### src/verilog/pmx_map.svh
// Register offsets, field positions and reset values of the pin mux
`ifndef PMX_MAP_SVH
`define PMX_MAP_SVH

// Byte offsets of the register words
`define PMX_OFS_TIMER_PORT_DIRECTION 8'h00
`define PMX_OFS_TIMER_PORT_DATA      8'h04
`define PMX_OFS_INPUT_PORT_LEVELS    8'h08
`define PMX_OFS_GP_TIMER_MODE_REG    8'h0c
`define PMX_OFS_GP_TIMER_IO_CTRL_AB  8'h10
`define PMX_OFS_GP_TIMER_IO_CTRL_CD  8'h14
`define PMX_OFS_CONVERTER_CTRL       8'h18
`define PMX_OFS_VOLTAGE_DETECT_CTRL  8'h1c

// Field positions
`define PMX_POS_PWM_B     0
`define PMX_POS_PWM_C     1
`define PMX_POS_PWM_D     2
`define PMX_POS_IO_LO     0
`define PMX_POS_IO_HI     4
`define PMX_POS_SCAN      4
`define PMX_POS_INT_REF   0

// Reset values
`define PMX_RST_DIR       5'h00
`define PMX_RST_DATA      5'h00
`define PMX_RST_PWM       3'h0
`define PMX_RST_IO_SEL    3'h0
`define PMX_RST_CHAN_SEL  3'h0
`define PMX_RST_SCAN      1'h0
`define PMX_RST_INT_REF   1'h0

`endif

### src/verilog/pmx_pkg.sv
// Types and shared decode of the pin mux
package pmx_pkg;

  // Everything that steers one timer port pin
  typedef struct packed {
    logic       pwm_en;
    logic       pwm_wave;
    logic [2:0] io_sel;
    logic       cmp_out;
    logic       dir;
    logic       data;
  } pmx_pin_ctrl_type;

  // What the pad receives
  typedef struct packed {
    logic out;
    logic oe;
  } pmx_pin_drive_type;

  // Converter settings that claim input port pins
  typedef struct packed {
    logic [2:0] chan_sel;
    logic       scan;
  } pmx_adc_ctrl_type;

  typedef enum logic [0:0] {
    pmx_bus_idle = 1'b0,
    pmx_bus_wait = 1'b1
  } pmx_bus_state_type;

  // Timer owns the pin only for codes 001, 010 and 011
  function automatic logic pmx_io_is_output(input logic [2:0] sel);
    pmx_io_is_output = !sel[2] && (sel[1:0] != 2'b00);
  endfunction

endpackage

### src/verilog/pmx_pin_sel.sv
// Function select of one timer port pin
`timescale 1ns/10ps
module pmx_pin_sel (
  input  pmx_pkg::pmx_pin_ctrl_type  ctrl,
  output pmx_pkg::pmx_pin_drive_type drive
);

  // PWM first, then compare output, then the port itself
  always_comb begin
    if (ctrl.pwm_en) begin
      drive.out = ctrl.pwm_wave;
      drive.oe  = 1'b1;
    end else if (pmx_pkg::pmx_io_is_output(ctrl.io_sel)) begin
      drive.out = ctrl.cmp_out;
      drive.oe  = 1'b1;
    end else begin
      // Codes 000 and 1xx leave the pin to the port
      drive.out = ctrl.data;
      drive.oe  = ctrl.dir;
    end
  end

endmodule

### src/verilog/pmx_portb_sel.sv
// Analog and reference claims on the input-only port
`timescale 1ns/10ps
module pmx_portb_sel (
  input  pmx_pkg::pmx_adc_ctrl_type adc,
  input  wire logic                 int_ref,
  output logic [3:0]                analog_sel,
  output logic                      upper_ref,
  output logic                      lower_ref,
  output logic [3:0]                claimed
);

  // Channel select and scan decode per pin
  always_comb begin
    analog_sel[3] = adc.chan_sel == 3'h3;
    analog_sel[2] = (!adc.scan && adc.chan_sel == 3'h2) ||
                    (adc.scan && adc.chan_sel[2:1] == 2'h1);
    analog_sel[1] = (adc.chan_sel == 3'h1) ||
                    (adc.scan && adc.chan_sel[2:1] == 2'h1);
    analog_sel[0] = (!adc.scan && adc.chan_sel == 3'h0) ||
                    (adc.scan && !adc.chan_sel[2]);
    // External detector references whenever the internal one is off
    upper_ref = !int_ref;
    lower_ref = !int_ref;
    claimed   = analog_sel | {upper_ref, lower_ref, 2'b00};
  end

endmodule

### src/verilog/pmx_top.sv
// Timer port and input-only port pin function select with AHB-Lite slave
//
// Notes on behaviour
// - PWM mode bit set routes the PWM waveform; other controls ignored.
// - PWM off, control field 000: port I/O by direction bit.
// - PWM off, top bit 0, a lower bit 1: compare output drives pin.
// - PWM off, top bit 1: capture use, port I/O by direction bit.
// - Channel-A pin has no PWM bit, otherwise same control decode.
// - Clock pin direction from its direction bit; always feeds the timer.
// - Channel-D pin: PWM bit, then control field, then direction bit.
// - Input port: four pins on level register bits 3 to 0.
// - Level register reads 0 for pins claimed as analog or reference.
// - Pins 2 to 0 become analog per channel select and scan.
// - Pin 3 analog at channel 3; upper reference when internal off.
// - Pin 2 lower reference when internal reference is off.
// - Timer settings beat port registers; clock pin always reaches timer.
// - Timer port data read: stored value if output, else pin level.
`timescale 1ns/10ps
`include "pmx_map.svh"
module pmx_top (
  input  wire logic        clock,
  input  wire logic        rst_n,
  // AHB-Lite slave
  input  wire logic        hsel,
  input  wire logic [31:0] haddr,
  input  wire logic [1:0]  htrans,
  input  wire logic        hwrite,
  input  wire logic [2:0]  hsize,
  input  wire logic [31:0] hwdata,
  input  wire logic        hready,
  output logic [31:0]      hrdata,
  output logic             hreadyout,
  output logic             hresp,
  // Timer port pads, bit 0 clock pin, bits 1 to 4 channels A to D
  input  wire logic [4:0]  tport_in,
  output logic [4:0]       tport_out,
  output logic [4:0]       tport_oe,
  // Timer side
  input  wire logic [2:0]  pwm_wave_bcd,
  input  wire logic [3:0]  cmp_out_abcd,
  output logic [3:0]       timer_io_level,
  output logic             timer_ext_clock_in,
  // Input-only port pads
  input  wire logic [3:0]  iport_in,
  output logic [3:0]       analog_in_sel,
  output logic             upper_ref_input,
  output logic             lower_ref_input
);

  // Software state
  logic [4:0]                 timer_port_direction;
  logic [4:0]                 timer_port_data;
  logic [2:0]                 pwm_enable;
  logic [2:0]                 io_sel_a;
  logic [2:0]                 io_sel_b;
  logic [2:0]                 io_sel_c;
  logic [2:0]                 io_sel_d;
  pmx_pkg::pmx_adc_ctrl_type  converter_ctrl_status;
  logic                       internal_ref_select;
  logic [4:0]                 next_direction;
  logic [4:0]                 next_data;
  logic [2:0]                 next_pwm_enable;
  logic [2:0]                 next_io_sel_a;
  logic [2:0]                 next_io_sel_b;
  logic [2:0]                 next_io_sel_c;
  logic [2:0]                 next_io_sel_d;
  pmx_pkg::pmx_adc_ctrl_type  next_converter;
  logic                       next_internal_ref;

  // Bus state
  pmx_pkg::pmx_bus_state_type bus_state;
  pmx_pkg::pmx_bus_state_type next_bus_state;
  logic [7:0]                 bus_addr;
  logic                       bus_write;
  logic [7:0]                 next_bus_addr;
  logic                       next_bus_write;
  logic [31:0]                next_hrdata;
  logic                       next_hreadyout;

  // Pin side
  pmx_pkg::pmx_pin_ctrl_type  pin_ctrl [5];
  pmx_pkg::pmx_pin_drive_type pin_drive [5];
  logic [4:0]                 next_tport_out;
  logic [4:0]                 next_tport_oe;
  logic [3:0]                 port_analog;
  logic                       port_upper;
  logic                       port_lower;
  logic [3:0]                 port_claimed;
  logic [7:0]                 input_port_levels;
  logic [7:0]                 timer_data_read;

  // Per-pin control bundles; the clock pin has no timer output at all
  always_comb begin
    pin_ctrl[0] = '{pwm_en: 1'b0, pwm_wave: 1'b0, io_sel: 3'h0,
                    cmp_out: 1'b0, dir: timer_port_direction[0],
                    data: timer_port_data[0]};
    pin_ctrl[1] = '{pwm_en: 1'b0, pwm_wave: 1'b0, io_sel: io_sel_a,
                    cmp_out: cmp_out_abcd[0],
                    dir: timer_port_direction[1],
                    data: timer_port_data[1]};
    pin_ctrl[2] = '{pwm_en: pwm_enable[0], pwm_wave: pwm_wave_bcd[0],
                    io_sel: io_sel_b, cmp_out: cmp_out_abcd[1],
                    dir: timer_port_direction[2],
                    data: timer_port_data[2]};
    pin_ctrl[3] = '{pwm_en: pwm_enable[1], pwm_wave: pwm_wave_bcd[1],
                    io_sel: io_sel_c, cmp_out: cmp_out_abcd[2],
                    dir: timer_port_direction[3],
                    data: timer_port_data[3]};
    pin_ctrl[4] = '{pwm_en: pwm_enable[2], pwm_wave: pwm_wave_bcd[2],
                    io_sel: io_sel_d, cmp_out: cmp_out_abcd[3],
                    dir: timer_port_direction[4],
                    data: timer_port_data[4]};
  end

  // One selector per pin keeps the priority in a single place
  for (genvar i = 0; i < 5; i++) begin : g_pin
    pmx_pin_sel u_sel (
      .ctrl  (pin_ctrl[i]),
      .drive (pin_drive[i])
    );
  end

  pmx_portb_sel u_portb (
    .adc        (converter_ctrl_status),
    .int_ref    (internal_ref_select),
    .analog_sel (port_analog),
    .upper_ref  (port_upper),
    .lower_ref  (port_lower),
    .claimed    (port_claimed)
  );

  // Pad drive gathered for the output flops
  always_comb begin
    for (int i = 0; i < 5; i++) begin
      next_tport_out[i] = pin_drive[i].out;
      next_tport_oe[i]  = pin_drive[i].oe;
    end
  end

  // Read views of the two data registers
  always_comb begin
    input_port_levels = {4'h0, iport_in & ~port_claimed};
    timer_data_read   = {3'h0,
      (timer_port_direction & timer_port_data) |
      (~timer_port_direction & tport_in)};
  end

  // Bus: one wait state per transfer, so a read right after a write
  // already sees the updated register state
  always_comb begin
    next_bus_state    = bus_state;
    next_bus_addr     = bus_addr;
    next_bus_write    = bus_write;
    next_hrdata       = hrdata;
    next_hreadyout    = hreadyout;
    next_direction    = timer_port_direction;
    next_data         = timer_port_data;
    next_pwm_enable   = pwm_enable;
    next_io_sel_a     = io_sel_a;
    next_io_sel_b     = io_sel_b;
    next_io_sel_c     = io_sel_c;
    next_io_sel_d     = io_sel_d;
    next_converter    = converter_ctrl_status;
    next_internal_ref = internal_ref_select;
    unique case (bus_state)
      pmx_pkg::pmx_bus_idle: begin
        if (hsel && htrans[1] && hready) begin
          next_bus_state = pmx_pkg::pmx_bus_wait;
          next_bus_addr  = haddr[7:0];
          next_bus_write = hwrite;
          next_hreadyout = 1'b0;
        end
      end
      pmx_pkg::pmx_bus_wait: begin
        next_bus_state = pmx_pkg::pmx_bus_idle;
        next_hreadyout = 1'b1;
        next_hrdata    = 32'h0000_0000;
        if (bus_write) begin
          // The level register has no write path
          case (bus_addr)
            `PMX_OFS_TIMER_PORT_DIRECTION: next_direction = hwdata[4:0];
            `PMX_OFS_TIMER_PORT_DATA:      next_data      = hwdata[4:0];
            `PMX_OFS_GP_TIMER_MODE_REG:
              next_pwm_enable = hwdata[`PMX_POS_PWM_D:`PMX_POS_PWM_B];
            `PMX_OFS_GP_TIMER_IO_CTRL_AB: begin
              next_io_sel_a = hwdata[`PMX_POS_IO_LO +: 3];
              next_io_sel_b = hwdata[`PMX_POS_IO_HI +: 3];
            end
            `PMX_OFS_GP_TIMER_IO_CTRL_CD: begin
              next_io_sel_c = hwdata[`PMX_POS_IO_LO +: 3];
              next_io_sel_d = hwdata[`PMX_POS_IO_HI +: 3];
            end
            `PMX_OFS_CONVERTER_CTRL: begin
              next_converter.chan_sel = hwdata[2:0];
              next_converter.scan     = hwdata[`PMX_POS_SCAN];
            end
            `PMX_OFS_VOLTAGE_DETECT_CTRL:
              next_internal_ref = hwdata[`PMX_POS_INT_REF];
            default: ;
          endcase
        end else begin
          // Unmapped offsets read as zero
          case (bus_addr)
            `PMX_OFS_TIMER_PORT_DIRECTION:
              next_hrdata = {27'h0, timer_port_direction};
            `PMX_OFS_TIMER_PORT_DATA:
              next_hrdata = {24'h0, timer_data_read};
            `PMX_OFS_INPUT_PORT_LEVELS:
              next_hrdata = {24'h0, input_port_levels};
            `PMX_OFS_GP_TIMER_MODE_REG:
              next_hrdata = {29'h0, pwm_enable};
            `PMX_OFS_GP_TIMER_IO_CTRL_AB:
              next_hrdata = {25'h0, io_sel_b, 1'b0, io_sel_a};
            `PMX_OFS_GP_TIMER_IO_CTRL_CD:
              next_hrdata = {25'h0, io_sel_d, 1'b0, io_sel_c};
            `PMX_OFS_CONVERTER_CTRL:
              next_hrdata = {27'h0, converter_ctrl_status.scan, 1'b0,
                             converter_ctrl_status.chan_sel};
            `PMX_OFS_VOLTAGE_DETECT_CTRL:
              next_hrdata = {31'h0, internal_ref_select};
            default: next_hrdata = 32'h0000_0000;
          endcase
        end
      end
    endcase
  end

  // Bus and control registers
  always_ff @(posedge clock or negedge rst_n) begin
    if (!rst_n) begin
      bus_state             <= pmx_pkg::pmx_bus_idle;
      bus_addr              <= 8'h00;
      bus_write             <= 1'b0;
      hrdata                <= 32'h0000_0000;
      hreadyout             <= 1'b1;
      hresp                 <= 1'b0;
      timer_port_direction  <= `PMX_RST_DIR;
      timer_port_data       <= `PMX_RST_DATA;
      pwm_enable            <= `PMX_RST_PWM;
      io_sel_a              <= `PMX_RST_IO_SEL;
      io_sel_b              <= `PMX_RST_IO_SEL;
      io_sel_c              <= `PMX_RST_IO_SEL;
      io_sel_d              <= `PMX_RST_IO_SEL;
      converter_ctrl_status <= '{chan_sel: `PMX_RST_CHAN_SEL,
                                 scan: `PMX_RST_SCAN};
      internal_ref_select   <= `PMX_RST_INT_REF;
    end else begin
      bus_state             <= next_bus_state;
      bus_addr              <= next_bus_addr;
      bus_write             <= next_bus_write;
      hrdata                <= next_hrdata;
      hreadyout             <= next_hreadyout;
      hresp                 <= 1'b0; // Always OKAY
      timer_port_direction  <= next_direction;
      timer_port_data       <= next_data;
      pwm_enable            <= next_pwm_enable;
      io_sel_a              <= next_io_sel_a;
      io_sel_b              <= next_io_sel_b;
      io_sel_c              <= next_io_sel_c;
      io_sel_d              <= next_io_sel_d;
      converter_ctrl_status <= next_converter;
      internal_ref_select   <= next_internal_ref;
    end
  end

  // Pad outputs one flop behind the controls; timer-facing levels one flop behind the pads
  always_ff @(posedge clock or negedge rst_n) begin
    if (!rst_n) begin
      tport_out          <= 5'h00;
      tport_oe           <= 5'h00;
      timer_io_level     <= 4'h0;
      timer_ext_clock_in <= 1'b0;
      analog_in_sel      <= 4'h0;
      upper_ref_input    <= 1'b0;
      lower_ref_input    <= 1'b0;
    end else begin
      tport_out          <= next_tport_out;
      tport_oe           <= next_tport_oe;
      // Timer always observes its pins, whoever drives them
      timer_io_level     <= tport_in[4:1];
      timer_ext_clock_in <= tport_in[0];
      analog_in_sel      <= port_analog;
      upper_ref_input    <= port_upper;
      lower_ref_input    <= port_lower;
    end
  end

endmodule
### config.mk
export PLATFORM = sky130hd
export DESIGN_NAME = pmx_top
export DESIGN_NICKNAME = d
export VERILOG_FILES = /design/src/verilog/pmx_pkg.sv /design/src/verilog/pmx_pin_sel.sv /design/src/verilog/pmx_portb_sel.sv /design/src/verilog/pmx_top.sv
export VERILOG_INCLUDE_DIRS = /design/src /design/src/verilog
export SDC_FILE = /design/constraint.sdc
export NUM_CORES = 1
export LEC_CHECK = 0
export BUFFER_PORTS_ARGS = -buffer_cell sky130_fd_sc_hd__buf_2
export CAP_MARGIN = 20
export CORE_MARGIN = 1.5
export CORE_UTILIZATION = 50
export DETAILED_ROUTE_END_ITERATION = 7
export PLACE_DENSITY = 0.85
export SLEW_MARGIN = 25
export SYNTH_ARGS = -nofsm -noshare
export SYNTH_HDL_FRONTEND = slang
export SYNTH_SLANG_ARGS = --single-unit
### constraint.sdc
create_clock -name clock -period 3.2 [get_ports clock]
set_input_delay 0.16 -clock clock [delete_from_list [all_inputs] [get_ports clock]]
set_output_delay 0.16 -clock clock [all_outputs]
set_load 0.02 [all_outputs]
==> impl_results.md <==
- Hold Crit Class: in -> reg
- Max-cap violations: 0
- P_leak: 1.71 nW
- Starting density of the core: 52.3%
- Root buf cell: clkbuf_8
- Via density: 5.30
- Worst-skew pair later-pin latency: 330 ps
- Met3 usage: 5.05%
- Worst setup EP type: flop
- Num CTS Buffers: 9
- M1 GR Usage: 27.7%
- WP data arrival: 2330 ps
- Post_cts resized: 0
- Final period util: 66.3%
- Number of synthesis warnings: 0
- Synth Register Bits: 68
- Post-synth top cells: dfrtp_1, mux2_2, buf_4, nand2_1, nor2_1
- GR Overflow Total: 0
- I/O pins: 145
- Startpoint types: flop
- DRT Pass-1 Iters: 4
- Setup bufs post-CTS: 0
- Worst slew pin tran: 684 ps
- Mux contribution to synthesized area: 18.4%
- Placed cells: 388
- Skew final: 6.64 ps
- GRT Resource Usage Total: 20.8%
- Largest net degree at the start of global routing: 48
- Synth area leaders: dfrtp_1, mux2_2, buf_4, nand2_1, mux2i_1
- Power Total: 1.96 mW
- Xor/xnor share of the synthesized area: 0%
- Post-synthesis sequential area ratio: 54.3%
- Clock transition at the registers of the reported paths: 70 ps
- DR WL/cell: 15.2 microns
- Top-count cell post-synth: dfrtp_1
- CTS max path bufs: 2
- Area growth, synth to finish: 17.2%
- Most crowded layer after global routing: met2
- Final-report setup violation count: 0
- Post-synth cell types: 44
- Initial antenna violation count: 0
- Final wirelength: 6.24 mm
- Worst-path maximum fanout: 15
- Mean Syn Cell Area: 12.4 sq um
- Synth Flop Type: dfrtp_1
- First-pass GRT wire length: 10.2 mm
- Cell Count, Final, Fillers Out: 410
- DP HPWL: 4.66 mm
- Via count: 2173
- Post-synthesis async set-or-reset flop share: 100%
- GPL Wtd Cong: 0.851
- CORE AREA: 5990 sq um
- Simple logic cell fraction of the synthesized area: 12.0%
- ANT cells: 0
- CP Class: reg -> reg
- Nets: 420
- Cell Pwr Density: 533 nW/um^2
- Worst Path Required: 3410 ps
- DRC violations left: 0
- Post-synth EDFFs: 0
- Post-Syn Instances: 253
- Vias in the first global route: 2068
- Final TNS setup: 0 ps
- Period minus WS final: 2120 ps
- Die area: 6750 sq um
- Status: complete, no violations
- Max Transition Viols Final: 0
- VDD IR max: 323 uV
- Rel. slew slack: 54.0%
- Compound-Gate Fraction of Synth Area: 7.31%
- Hold violation count in the final report: 0
- CTS sink count: 68
- Die Width: 82.2 microns
- Grt met2 use: 32.5%
- Adder-Cell Fraction of Synth Area: 0%
- CTS tree: built
- Hold Buf Count CTS: 6
- Post-synth top area cell: dfrtp_1
- Area share of the largest cell type after synthesis: 53.5%
- H-tree Lvls: 3
- Max Fclk: 472 MHz
- Layout cells sized above 1: 38.2%
- Unrepaired setup endpoints after global routing: no
- Port Buffers: 65
- Die Y: 82.2 microns
- Main combinational cell family by area after synthesis: multiplexers
- Mapped cell area: 3130 sq um
- ANT nets after route: 0
- Rows: 28
- Drt initial violations: 146
metrics by stage:
stage	setup WS, ps	area (sq um)	hold WS [ps]	util, %
after floorplan	1660	3230	-136	-
after global placement	1140	3430	141	57.3
after detailed placement	1140	3430	155	57.3
after CTS	1130	3670	20.5	61.3
after global routing	1000	3670	48.5	61.3
final	1080	3670	36.9	61.3
path summary, 6_finish.rpt:
check                                                     from                             endpoint  slack [ps]  cells after the start
worst max-delay path                   bus_addr[2]$_DFFE_PN0P_  timer_port_direction[3]$_DFFE_PN0P_        1080                      3
worst min-delay path                           pwm_wave_bcd[0]               tport_out[2]$_DFF_PN0_          40                      3
worst max register to register         bus_addr[2]$_DFFE_PN0P_  timer_port_direction[3]$_DFFE_PN0P_        1080                      3
worst min register to register  timer_port_data[0]$_DFFE_PN0P_               tport_out[0]$_DFF_PN0_         400                      0
max in group asynchronous                                rst_n         timer_ext_clock_in$_DFF_PN0_        1920                      3
min in group asynchronous                                rst_n                hrdata[2]$_DFFE_PN0P_         330                      2
cell families (layout without fill, tap and decap cells):
| logic type | after synthesis | in the layout |
|---|---|---|
| compound gates | 32 | 32 |
| buf+inv | 38 | 95 |
| flops | 68 | 68 |
| mux | 52 | 52 |
| other cells | 1 | 26 |
| simple gates | 62 | 62 |
flip-flops by register name, indices dropped and copies added, names as in the netlist, 4 cells and up:
| register | cells |
|---|---|
| hrdata | 7 |
| analog_in_sel | 4 |
| timer_port_direction | 5 |
| tport_oe | 5 |
| timer_port_data | 5 |
| converter_ctrl_status | 4 |
| tport_out | 5 |
| timer_io_level | 4 |
| bus_addr | 8 |
per-layer routing:
layer / part of all wire [%] / wire (microns)
met3: 5.4 / 336
met4: 1.6 / 102
met2: 47 / 2910
met1: 46 / 2890
met5: 0 / 0
power breakdown:
group          internal, mW  switching (mW)
sequential            0.925          0.0948
clock                 0.361           0.291
combinational         0.133           0.153
total                  1.42           0.538
cells in the final DEF, fill, tap and decap left out, types with 3 or more instances in the layout:
cell type	netlist	layout
dfrtp_1	67	67
buf_2	2	65
mux2_2	45	45
conb_1	1	26
nand2_1	19	19
nor2_1	12	12
clkbuf_8	0	9
mux2i_1	7	7
inv_1	7	7
o21ai_0	6	6
dlygate4sd3_1	0	6
nor2b_1	5	5
clkbuf_1	2	5
o21bai_1	4	4
and3b_1	4	4
a31oi_1	4	4
nor3_1	3	3
o2bb2ai_1	3	3
a21oi_1	3	3
nand3_1	3	3
cell type report:
| cell class | instances | area, sq um |
|---|---|---|
| fill | 502 | 2320 |
| sequential | 68 | 1700 |
| multi-input combinational | 172 | 1280 |
| timing repair buffer | 72 | 393 |
| clock buffer | 14 | 143 |
| tap | 75 | 93.8 |
| clock inverter | 2 | 35.0 |
| inverter | 7 | 26.3 |
worst max-delay path, cell delays in order, from the launching register on:
cell and delay [ps]:
dfrtp_1 570, nor4_2 700, nand2_1 370, mux2_2 360
Note: power is estimated with default switching activity, not from simulation.
